==> src/ckg_regs.svh <==
`ifndef CKG_REGS_SVH
`define CKG_REGS_SVH
// key storage widths
`define CKG_AES_KEY_W        256
`define CKG_HMAC_KEY_W       512
`define CKG_KEY_WORD_W       32
`define CKG_AES_WORDS        8
`define CKG_HMAC_WORDS       16
`define CKG_WORD_IDX_W       4
// number of known-answer checks in the power-up sequence
`define CKG_NUM_CHECKS       10
`define CKG_CHECK_IDX_W      4
// xts data unit limit: two to the twentieth blocks
`define CKG_XTS_MAX_BLOCKS   21'h100000
`define CKG_XTS_CNT_W        21
// fifo channels
`define CKG_NUM_CHAN         4
`define CKG_CHAN_W           2
`endif

==> src/ckg_pkg.sv <==
package ckg_pkg;
  typedef enum logic [1:0] {
    CKG_ST_IDLE  = 2'b00,
    CKG_ST_TEST  = 2'b01,
    CKG_ST_READY = 2'b10,
    CKG_ST_ERROR = 2'b11
  } ckg_state_t;
  // known-answer check order
  typedef enum logic [3:0] {
    CKG_KC_CCM_ENC  = 4'h0,
    CKG_KC_CCM_DEC  = 4'h1,
    CKG_KC_ECB_ENC  = 4'h2,
    CKG_KC_ECB_DEC  = 4'h3,
    CKG_KC_HMAC_S1  = 4'h4,
    CKG_KC_HMAC_S256 = 4'h5,
    CKG_KC_HMAC_S384 = 4'h6,
    CKG_KC_HMAC_S512 = 4'h7,
    CKG_KC_CMAC_GEN = 4'h8,
    CKG_KC_CMAC_VER = 4'h9
  } ckg_check_t;
endpackage : ckg_pkg

==> src/ckg_key_guard.sv <==
`timescale 1ns/1ps
`include "ckg_regs.svh"

// Overview of operation
// - writes to an unassigned fifo channel are dropped, channel untouched.
// - key registers are write-only; reads of them return all zeros.
// - every reset clears the aes and hmac keys to zero.
// - self-tests run automatically after reset; data paths gated until finished.
// - run ccm, ecb, cmac checks with 256-bit keys and four hmac checks.
// - a failed check enters error state and sets the failure flag.
// - in error state all data in/out and crypto operations are blocked.
// - error state ignores everything but reset; reset restarts the sequence.
// - no service after reset until all self-tests have passed.
// - no error path ever puts key bits on a readable output.
// - xts requires distinct keys and at most two to the twentieth blocks.
module ckg_key_guard
  import ckg_pkg::*;
(
  input  wire logic                          sys_clk,
  input  wire logic                          resetn,
  // key register write port, word addressed
  input  wire logic                          aes_key_we,
  input  wire logic                          aes_key_sel,
  input  wire logic [`CKG_WORD_IDX_W-1:0]    key_word_idx,
  input  wire logic [`CKG_KEY_WORD_W-1:0]    key_wdata,
  input  wire logic                          hmac_key_we,
  // key register read port
  input  wire logic                          key_re,
  output logic      [`CKG_KEY_WORD_W-1:0]    key_rdata,
  // fifo write channels
  input  wire logic [`CKG_CHAN_W-1:0]        active_chan,
  input  wire logic                          fifo_we,
  input  wire logic [`CKG_CHAN_W-1:0]        fifo_chan,
  input  wire logic [`CKG_KEY_WORD_W-1:0]    fifo_wdata,
  output logic      [`CKG_NUM_CHAN-1:0]      fifo_push,
  output logic      [`CKG_KEY_WORD_W-1:0]    fifo_push_data,
  // crypto operation request
  input  wire logic                          op_req,
  input  wire logic                          op_xts,
  input  wire logic [`CKG_XTS_CNT_W-1:0]     op_blocks,
  output logic                               op_grant,
  output logic                               op_reject,
  // data output gate from the engine
  input  wire logic                          eng_out_valid,
  input  wire logic [`CKG_KEY_WORD_W-1:0]    eng_out_data,
  output logic                               data_out_valid,
  output logic      [`CKG_KEY_WORD_W-1:0]    data_out_data,
  // known-answer check handshake with the engine
  output logic                               check_start,
  output logic      [`CKG_CHECK_IDX_W-1:0]   check_id,
  input  wire logic                          check_done,
  input  wire logic                          check_pass,
  // status
  output logic                               service_ready,
  output logic                               selftest_busy,
  output logic                               selftest_fail_flag
);

  // sequencer state and the index of the check in flight
  ckg_state_t                          state_reg;
  ckg_state_t                          state_next;
  logic [`CKG_CHECK_IDX_W-1:0]         idx_reg;
  logic [`CKG_CHECK_IDX_W-1:0]         idx_next;
  // key banks live in flip-flops; nothing below routes them to an output
  logic [`CKG_KEY_WORD_W-1:0]          aes_a_reg [`CKG_AES_WORDS];
  logic [`CKG_KEY_WORD_W-1:0]          aes_b_reg [`CKG_AES_WORDS];
  logic [`CKG_KEY_WORD_W-1:0]          hmac_reg  [`CKG_HMAC_WORDS];
  logic [`CKG_AES_WORDS-1:0]           word_same;

  // key writes only accepted while in service
  // this also keeps host key traffic away from the power-up checks
  function automatic logic key_wr_ok(input logic we, input ckg_state_t st);
    key_wr_ok = we && (st == CKG_ST_READY);
  endfunction : key_wr_ok

  wire ready_w     = (state_reg == CKG_ST_READY);
  wire last_check  = (idx_reg == 4'(`CKG_NUM_CHECKS - 1));
  wire aes_a_wr    = key_wr_ok(aes_key_we, state_reg) && !aes_key_sel;
  wire aes_b_wr    = key_wr_ok(aes_key_we, state_reg) && aes_key_sel;
  wire hmac_wr     = key_wr_ok(hmac_key_we, state_reg);
  // two zeroed banks compare equal, so xts stays refused until the banks differ in at least one word
  // distinct xts keys
  wire keys_equal  = &word_same;
  // the limit itself is still a legal length
  // xts length limit
  wire xts_too_big = (op_blocks > `CKG_XTS_MAX_BLOCKS);
  wire op_bad      = op_xts && (keys_equal || xts_too_big);
  wire fifo_ok     = fifo_we && ready_w && (fifo_chan == active_chan);

  // one decode feeds grant and reject, so the two can never both rise
  // operation permission
  wire op_ok       = ready_w && !op_bad;
  wire out_open    = eng_out_valid && ready_w;

  // next values of the check handshake and status registers
  wire start_next  = (state_next == CKG_ST_TEST) &&
                     ((state_reg == CKG_ST_IDLE) || check_done);
  wire busy_next   = (state_next == CKG_ST_TEST) || (state_next == CKG_ST_IDLE);
  wire ready_next  = (state_next == CKG_ST_READY);
  wire error_next  = (state_next == CKG_ST_ERROR);

  // sequencer next state
  always_comb begin
    state_next = state_reg;
    idx_next   = idx_reg;
    case (state_reg)
      CKG_ST_IDLE: begin
        state_next = CKG_ST_TEST;
        idx_next   = '0;
      end
      // one check answered at a time; back-to-back answers are fine
      // walk every check
      CKG_ST_TEST: begin
        if (check_done) begin
          if (!check_pass) begin
            state_next = CKG_ST_ERROR;
          end else if (last_check) begin
            state_next = CKG_ST_READY;
          end else begin
            idx_next = idx_reg + 4'h1;
          end
        end
      end
      // ready and error are terminal; only the asynchronous reset leaves them
      CKG_ST_READY: state_next = CKG_ST_READY;
      CKG_ST_ERROR: state_next = CKG_ST_ERROR;
      default:      state_next = CKG_ST_ERROR;
    endcase
  end

  always_ff @(posedge sys_clk or negedge resetn) begin
    if (!resetn) begin
      state_reg <= CKG_ST_IDLE;
      idx_reg   <= '0;
    end else begin
      state_reg <= state_next;
      idx_reg   <= idx_next;
    end
  end

  // per-word key storage; one loop covers all three banks
  genvar gi;
  generate
    for (gi = 0; gi < `CKG_HMAC_WORDS; gi++) begin : g_key
      wire hit = (key_word_idx == 4'(gi));
      always_ff @(posedge sys_clk or negedge resetn) begin
        if (!resetn) begin
          hmac_reg[gi] <= '0;
        end else if (hmac_wr && hit) begin
          hmac_reg[gi] <= key_wdata;
        end
      end
      // words 8 to 15 exist only in the hmac bank; aes writes there fall away
      if (gi < `CKG_AES_WORDS) begin : g_aes
        always_ff @(posedge sys_clk or negedge resetn) begin
          if (!resetn) begin
            aes_a_reg[gi] <= '0;
            aes_b_reg[gi] <= '0;
          end else begin
            if (aes_a_wr && hit) aes_a_reg[gi] <= key_wdata;
            if (aes_b_wr && hit) aes_b_reg[gi] <= key_wdata;
          end
        end
        assign word_same[gi] = (aes_a_reg[gi] == aes_b_reg[gi]);
      end
    end
  endgenerate

  // outputs: gated by state, keys never routed to any read path
  always_ff @(posedge sys_clk or negedge resetn) begin
    if (!resetn) begin
      // everything quiet: no service, no failure, no check running
      key_rdata          <= '0;
      fifo_push          <= '0;
      fifo_push_data     <= '0;
      op_grant           <= 1'b0;
      op_reject          <= 1'b0;
      data_out_valid     <= 1'b0;
      data_out_data      <= '0;
      check_start        <= 1'b0;
      check_id           <= '0;
      service_ready      <= 1'b0;
      selftest_busy      <= 1'b0;
      selftest_fail_flag <= 1'b0;
    end else begin
      key_rdata          <= '0;
      fifo_push          <= fifo_ok ? `CKG_NUM_CHAN'(1) << fifo_chan : '0;
      fifo_push_data     <= fifo_ok ? fifo_wdata : '0;
      op_grant           <= op_req && op_ok;
      op_reject          <= op_req && !op_ok;
      // gate data output
      // data is zeroed with the valid, so nothing stale leaks out
      data_out_valid     <= out_open;
      data_out_data      <= out_open ? eng_out_data : '0;
      // a check starts on entry to the sequence and after each passing answer but the last
      check_start        <= start_next;
      check_id           <= idx_next;
      // status follows the next state so it moves in step with the sequencer
      service_ready      <= ready_next;
      selftest_busy      <= busy_next;
      selftest_fail_flag <= selftest_fail_flag || error_next;
    end
  end

  // the read strobe is taken but steers nothing: a key read only ever sees zero
  wire unused_re = key_re;

endmodule : ckg_key_guard

==> config.mk <==
export PLATFORM = sky130hd
export DESIGN_NAME = ckg_key_guard
export DESIGN_NICKNAME = d
export VERILOG_FILES = /design/src/ckg_pkg.sv /design/src/ckg_key_guard.sv
export VERILOG_INCLUDE_DIRS = /design/src
export SDC_FILE = /design/constraint.sdc
export NUM_CORES = 1
export LEC_CHECK = 0
export BUFFER_PORTS_ARGS = -buffer_cell sky130_fd_sc_hd__clkbuf_2
export CAP_MARGIN = 10
export CORE_MARGIN = 2
export CORE_UTILIZATION = 50
export DETAILED_ROUTE_END_ITERATION = 10
export PLACE_DENSITY = 0.78
export SYNTH_ARGS = -nofsm -noshare
export SYNTH_HDL_FRONTEND = slang
export SYNTH_SLANG_ARGS = --single-unit
==> constraint.sdc <==
create_clock -name sys_clk -period 2.1 [get_ports sys_clk]
set_input_delay 0.42 -clock sys_clk [delete_from_list [all_inputs] [get_ports sys_clk]]
set_output_delay 0.42 -clock sys_clk [all_outputs]
set_load 0.1 [all_outputs]
After elaboration in Yosys (flattened, before gate mapping):

Cells that the tools add are included.

* mux-type cells: 11
* eq/ne operators: 26
* order comparisons: 1
* shifts and indexed selects: 1
* add/sub/neg operators: 1
* reduce and logical (&&, ||, !) cells: 40

Operator list (number)
* == test 32 bit: 8
* 2-to-1 mux 32 bit: 2
* logical AND 1 bit: 27
* > comparator 21 bit (second input constant): 1
* == test 4 x 3 -> 1 bit (second input constant): 4
* 2-to-1 mux 4 bit: 4
* == test 2 bit (second input constant): 4
* == test 4 x 2 -> 1 bit (second input constant): 2
* one-hot mux 2 bit (4 select lines): 1
* one-hot mux 4 bit (2 select lines): 1
* AND reduction 8 bit: 1
* 2-to-1 mux 2 bit: 3
* inequality test 2 bit (second input constant): 3
* adder 4 x 1 -> 4 bit (second input constant): 1
* == test 2 x 1 -> 1 bit (second input constant): 2
* == test 4 x 1 -> 1 bit (second input constant): 1
* == test 4 bit (second input constant): 1
* logical NOT 2 bit: 2
* logical NOT 4 bit: 1
* logical OR 1 bit: 4
* AND reduction 4 bit: 1
* << shifter 1 x 2 -> 4 bit (first input constant): 1
* logical NOT 1 bit: 3
* == test 2 bit: 1
* nonzero test 2 bit: 1

* word-level logic and storage cells: 108
* input port bits: 137
* bits in registers: 593
* output and inout port bits: 111

Longest topological paths before layout:

Gate-level depths: netlist of run 1.

* word-level depth: 8
* mapped depth: 8

Worst setup path after synthesis of run 1:

Ideal clock, no wire load.

* path kind: flip-flop to flip-flop
* start point: register, netlist name check_id[1]
* end point: register check_id[3]
* data arrival time: 2.442 ns
* buffers on the path: 0
* slack: -0.416 ns
* library setup time: 0.074 ns
* clock period less this slack: 2.516 ns
* stages on the path, launching flop included: 9
* cell sequence: dfrtp_1 > inv_1 > ha_1 > nand3b_1 > a21oi_1 > a2111oi_2 > nand4_1 > xor2_1 > nor2_1

RTL lines
* end signal: assignment: line ckg_key_guard.sv:197 `check_id <= idx_next;`
* end: declaration: line ckg_key_guard.sv:50 `` output logic [`CKG_CHECK_IDX_W-1:0] check_id, ``

Worst setup path in the final report of run 1:

* start point: register state_reg[0]
* end point: register aes_a_reg[232] in the netlist's numbering

* longest elaborated chain between the ends: 4

Ends and longest elaborated chain
* start: declaration: line ckg_key_guard.sv:60 `ckg_state_t state_reg;`
* start signal: assignment: line ckg_key_guard.sv:136 `state_reg <= state_next;`
* == test 2 bit: line ckg_key_guard.sv:73 `key_wr_ok = we && (st == CKG_ST_READY);`
* logical AND 1 bit: line ckg_key_guard.sv:73
* logical AND 1 bit: line ckg_key_guard.sv:78 `wire aes_a_wr = key_wr_ok(aes_key_we, state_reg) && !aes_key_sel;`
* logical AND 1 bit: line ckg_key_guard.sv:160 `if (aes_a_wr && hit) aes_a_reg[gi] <= key_wdata;`
* end signal: indexed assignment: line ckg_key_guard.sv:160
* end: declaration: line ckg_key_guard.sv:65 `` logic [`CKG_KEY_WORD_W-1:0] aes_a_reg [`CKG_AES_WORDS]; ``

Every way passes these cells.
A chain may end at the register's enable or synchronous reset.

==> results of run 1 <==
==> power breakdown <==
part,total [mW],switching (mW),internal [mW]
clock network,10.3,4.39,5.93
registers,11.5,0.0530,11.5
logic,1.39,1.02,0.374
==> layout by cell type, fill, tap and decap left out, types with 7 or more instances in the layout <==
master and n:
nor4_1 21, clkbuf_1 11, dlygate4sd3_1 32, dfrtp_1 588
clkbuf_16 76, buf_12 35, and3_1 33, nor2_1 9
nand2_1 7, mux2_2 409, conb_1 32, xnor2_1 257
clkinv_2 13, mux2_4 101, nand4_1 69, clkbuf_8 14
clkbuf_2 212, buf_4 32, buf_8 8, buf_6 14
and2_1 33
==> metal layers <==
layer	part of all wire	vias to the layer above	GRT usage
met5	0.00019	-	0
met4	0.046	2	0.0890
met3	0.070	186	0.0431
met2	0.49	532	0.421
met1	0.39	8173	0.332
li1	-	6545	-
==> critical path: stages (launching register included) <==
cell	delay [ns]
dfrtp_1	0.38
nand2b_4	0.16
nor3b_4	0.19
buf_6	0.15
or3b_4	0.46
nor3_4	0.22
buf_6	0.16
buf_12	0.18
mux2_2	0.35
==> per-stage QoR <==
stage / setup slack [ns] / hold slack, ns / TNS, ns / std cells / area (sq um)
after floorplan: 0.0153 / 0.124 / 0 / 1745 / 25100
after global placement: -0.194 / 0.363 / -16.12 / 2573 / 27300
after detailed placement: -0.238 / 0.368 / -19.57 / 2573 / 27300
after CTS: -0.187 / 0.00196 / -16.97 / 2714 / 29900
after global routing: -0.338 / 0.0201 / -49.54 / 2743 / 30900
final: -0.291 / 0.0113 / -27.02 / 2743 / 30900
==> how the worst min path moves through the flow <==
stage                        start                            to  slack, ns  depth (start not counted)
floorplan                   resetn      aes_a_reg[0]$_DFFE_PN0P_       0.12                          0
global placement            resetn     aes_b_reg[39]$_DFFE_PN0P_       0.36                          1
detailed placement          resetn     aes_b_reg[39]$_DFFE_PN0P_       0.37                          1
CTS                  fifo_wdata[3]   fifo_push_data[3]$_DFF_PN0_      0.002                          2
global route        fifo_wdata[26]  fifo_push_data[26]$_DFF_PN0_       0.02                          2
finish               fifo_wdata[3]   fifo_push_data[3]$_DFF_PN0_       0.01                          2
==> cell families (layout without fill, tap and decap cells) <==
logic type      count (synthesis)  after routing
other cells                     1             32
xor+xnor                      259            259
fa+ha+maj                       2              2
buf+inv                       128            462
flops                         593            593
compound gates                  9              9
mux                           513            513
simple gates                  209            209
==> area by class of cell <==
type / instances / area (sq um)
Timing Repair Buffer: 356 / 3190
Multi-Input combinational cell: 1024 / 10100
Clock inverter: 19 / 200
Clock buffer: 83 / 1690
Fill cell: 3402 / 18300
Sequential cell: 593 / 14800
Tap cell: 664 / 831
Inverter: 4 / 15.0
==> what timing repair did <==
| action | 4_1_cts | 5_1_grt |
|---|---|---|
| hold buffers | 32 | 0 |
| pin swaps | 2 | 3 |
| endpoints found under the setup margin | 170 | 506 |
| endpoints found under the hold margin | 56 | 0 |
| setup buffers | 4 | 6 |
| gates cloned | 3 | 25 |
| resized for setup | 72 | 94 |
==> results.cfg, run 1 <==
[worst_setup_path]
rr_worst_depth = 8
r2r-start = state_reg[0]$_DFF_PN0_
startpoint = state_reg[0]$_DFF_PN0_
startpoint_type = register
worst-path-max-fanout = 14
r2r_setup_slack_ns = -0.29
crit_path_end_kind = register
critPathRequiredTime_ns = 2.59
r2r-end = aes_a_reg[232]$_DFFE_PN0P_
crit_type = register to register
cp.arrival_ns = 2.89
endpoint = aes_a_reg[232]$_DFFE_PN0P_

[die]
die_w_microns = 227
start_util = 0.508
dieArea_sq_um = 51700
die_h_microns = 227
io_pins = 248
num_rows = 81
core_area_sq_um = 49200

[detailed_routing]
drtAntennaViolNets = 0
drc = 0
drt-pass1-iter-count = 5
viasPerCell = 5.63
totalWireLength_mm = 69.5
dr_total_vias = 15400
wire_per_inst_microns = 25.3
first_iter_violations = 1164

[sta]
setup_ws_ns = -0.291
skew_ns = 0.0191
max_freq_mhz = 418
tightest_slew_ns = 0.932
rsz0062_at_grt = true
hold_viol = 0
fin_crit_sh = 1.14
slew_viol_final = 0
setup_viol = 250
period_needed_ns = 2.39
relSlewSlack = 0.377

[yosys]
synth_top_area_share = 0.595
ys_ff_latch = 593
synth_top_family_by_area = multiplexers
synth.avg_cell_area_sq_um = 14.6
synth.most_common_cell = dfrtp_1
synth_cells = 1714
synth.area.top_cells = dfrtp_1 (59%), mux2_2 (23%), xnor2_1 (9.0%)
synth_cell_type_count = 40
synthSimpleGateAreaFrac = 0.0509
synthMuxAreaShare = 0.231
synth_edf_count = 0
synth_common_cells = dfrtp_1 (593), mux2_2 (501), xnor2_1 (257)
synth-xor-area-share = 0.0909
synth.largest_area_cell = dfrtp_1
synth_area_sq_um = 25000
async_flop_share = 1.00
synth_seq_area_share = 0.595
ys.flop_type = dfrtp_1
yosysWarnings = 0
synth-compound-area-share = 0.00261
synthAdderAreaFrac = 0.00100

[cts]
cts_sinks = 593
cts_buffer_depth = 3
clkLatencyLatePin_ns = 0.63
cts_root_buffer = clkbuf_16
clk_pin_slew_ns = 0.06
cts-htree-levels = 2
cts_tree = done
cts_buffers = 57

[placement]
hpwl_mm = 39.8
gp_congestion = 0.786
io_buffers = 213

[power]
powerDensity_nw_per_um2 = 754
peakVddDrop_v = 0.000588
p_leak_nw = 15.4
power_mw = 23.3

[grt]
track_usage = 0.251
antenna_found_initial = 1
grt_overflow = 0
grt_pass1_wl_mm = 96.7
grt_max_degree = 73
grt_pass1_vias = 16100

[status]
violations = negative setup slack
status = complete, but fails checks

[hold_path]
hold_path_class = input pin to register

[cells_and_area]
nets = 2175
n_antenna_cell = 0
final_util = 0.628
area_growth_pct = 23.6
drive_gt1_frac = 0.461

[run]
drv_cap = 0
No activity file was read; power rests on OpenSTA's default activity.
==> run 2, diff against run 1 <==
--- a/config.mk
+++ b/config.mk
@@ -12,6 +12,7 @@
 export CORE_UTILIZATION = 50
 export DETAILED_ROUTE_END_ITERATION = 10
 export PLACE_DENSITY = 0.78
+export REMOVE_ABC_BUFFERS = 1
 export SYNTH_ARGS = -nofsm -noshare
 export SYNTH_HDL_FRONTEND = slang
 export SYNTH_SLANG_ARGS = --single-unit
==> results.cfg, run 2 (same netlist as run 1, synthesis figures left out) <==
[sta]
setup_ws_ns = -0.187
hold_viol = 0
relSlewSlack = 0.594
rsz0062_at_grt = true
tightest_slew_ns = 0.609
max_freq_mhz = 437
tns_ns = -12.16
setup_viol = 125
period_needed_ns = 2.29
fin_crit_sh = 1.09
slew_viol_final = 0
skew_ns = 0.0235

[placement]
place_area_sq_um = 27100
dp_cells = 2557
gp_congestion = 0.757
pre_cts_ws_ns = -0.480
hpwl_mm = 38.7
io_buffers = 213

[cells_and_area]
final_cell_area_sq_um = 30200
nets = 2124
n_antenna_cell = 0
fillCellCount = 3522
fin_cells = 2695
final_cell_mix = dfrtp_1 (593), mux2_2 (380), xnor2_1 (255), clkbuf_2 (212), mux2_4 (128)
mostFrequentLayoutCell = dfrtp_1
area_growth_pct = 21.0
drive_gt1_frac = 0.455

[worst_setup_path]
r2r_setup_slack_ns = -0.19
worst-path-max-fanout = 2
slowest_stage = dfrtp_1
crit_path_end_kind = register
critPathRequiredTime_ns = 2.64
cp.arrival_ns = 2.83
startpoint_type = register
path_cells = xnor2_1, buf_4, nand4_1, nor4_2, nand4_1, nor4_4, buf_4, o221a_4
crit_type = register to register
critical_path.max_stage_delay_ns = 0.40
rr_worst_depth = 8
r2r-start = aes_b_reg[143]$_DFFE_PN0P_
r2r-end = op_reject$_DFF_PN0_

[die]
core_area_sq_um = 49200
dieArea_sq_um = 51700
die_h_microns = 227
start_util = 0.508
io_pins = 248
die_w_microns = 227
num_rows = 81

[detailed_routing]
drtAntennaViolNets = 0
drt-pass1-iter-count = 5
viasPerCell = 5.53
wire_per_inst_microns = 24.3
dr_total_vias = 14900
drc = 0
first_iter_violations = 870
totalWireLength_mm = 65.5

[cts]
cts_tree = done
cts-htree-levels = 2
cts_sinks = 593
cts_root_buffer = clkbuf_16
clkLatencyLatePin_ns = 0.62
cts_buffers = 57
clk_pin_slew_ns = 0.06
cts_buffer_depth = 3

[status]
violations = negative setup slack
status = complete, but fails checks

[grt]
grt_pass1_vias = 15700
grt_overflow = 0
grt_max_degree = 65
track_usage = 0.247
antenna_found_initial = 3
grt_pass1_wl_mm = 94.5

[power]
powerDensity_nw_per_um2 = 768
p_leak_nw = 15.1
peakVddDrop_v = 0.000565

[hold_path]
min_to = fifo_push_data[17]$_DFF_PN0_
hold_path_class = input pin to register
hold_depth = 2
min-delay-start = fifo_wdata[17]

[run]
drv_cap = 0
run 2: cell types whose count changed in the layout (fill, tap and decap cells not counted), sizes merged:
| cell | delta |
|---|---|
| buf | -20 |
| inv | -2 |
| clkbuf | -5 |
| clkinv | -1 |
| dlygate4sd3 | -19 |
| bufinv | -1 |
run 2: power by group:
| group | total [mW] | internal, mW | switching (mW) |
|---|---|---|---|
| registers | 11.5 | 11.5 | 0.0528 |
| logic | 1.35 | 0.342 | 1.00 |
| clock network | 10.3 | 5.94 | 4.35 |
| total | 23.2 | 17.8 | 5.41 |
run 2: per-stage QoR:
step	utilization	hold WS [ns]	power, mW
6_report	0.615	0.0274	23.2
5_1_grt	0.615	0.0243	23.9
4_1_cts	0.601	0.000590	23.3
3_5_place_dp	0.551	0.393	13.0
3_3_place_gp	0.551	0.388	13.0
2_1_floorplan	-	0.124	12.3
run 2: timing repair:
action,in CTS,in global routing
gates resized for setup,66,108
pin swaps,7,6
setup endpoints to repair,59,228
buffers inserted,4,3
gates cloned,5,9
endpoints found under the hold margin,43,0
hold buffers,13,0
run 2: worst max-delay path, delay by kind of cell (launching register included):
kind	cells	cell delay (ns)
flip-flops	1	0.40
AO/OA/AOI/OAI	1	0.17
XOR/XNOR	1	0.19
AND/OR/NAND/NOR	4	1.14
buffers and inverters	2	0.31
run 2: per-layer routing:
layer / GRT usage / wire length (microns) / part of all wire / vias up
met5: 0 / 11 / 0.00017 / -
met2: 0.405 / 32200 / 0.49 / 396
li1: - / - / - / 6420
met1: 0.326 / 27300 / 0.42 / 7955
met3: 0.0466 / 3860 / 0.059 / 142
met4: 0.0938 / 2150 / 0.033 / 2
run 2: how the worst max path moves through the flow:
stage | end | slack (ns) | from
final | op_reject$_DFF_PN0_ | -0.19 | aes_b_reg[143]$_DFFE_PN0P_
after global routing | op_reject$_DFF_PN0_ | -0.26 | aes_a_reg[117]$_DFFE_PN0P_
after CTS | op_reject$_DFF_PN0_ | -0.15 | aes_a_reg[117]$_DFFE_PN0P_
after detailed placement | op_reject$_DFF_PN0_ | -0.48 | aes_b_reg[6]$_DFFE_PN0P_
after global placement | op_reject$_DFF_PN0_ | -0.37 | aes_b_reg[6]$_DFFE_PN0P_
after floorplan | aes_a_reg[0]$_DFFE_PN0P_ | -1.54 | state_reg[0]$_DFF_PN0_
run 2: area by class of cell:
cell class,count,area [sq um],area share
sequential,593,14800,0.491
multi-input combinational,1024,10200,0.337
timing repair buffer,305,2460,0.0814
clock buffer,90,1750,0.0580
tap,664,831,0.0275
clock inverter,15,140,0.00464
inverter,4,15.0,0.000497
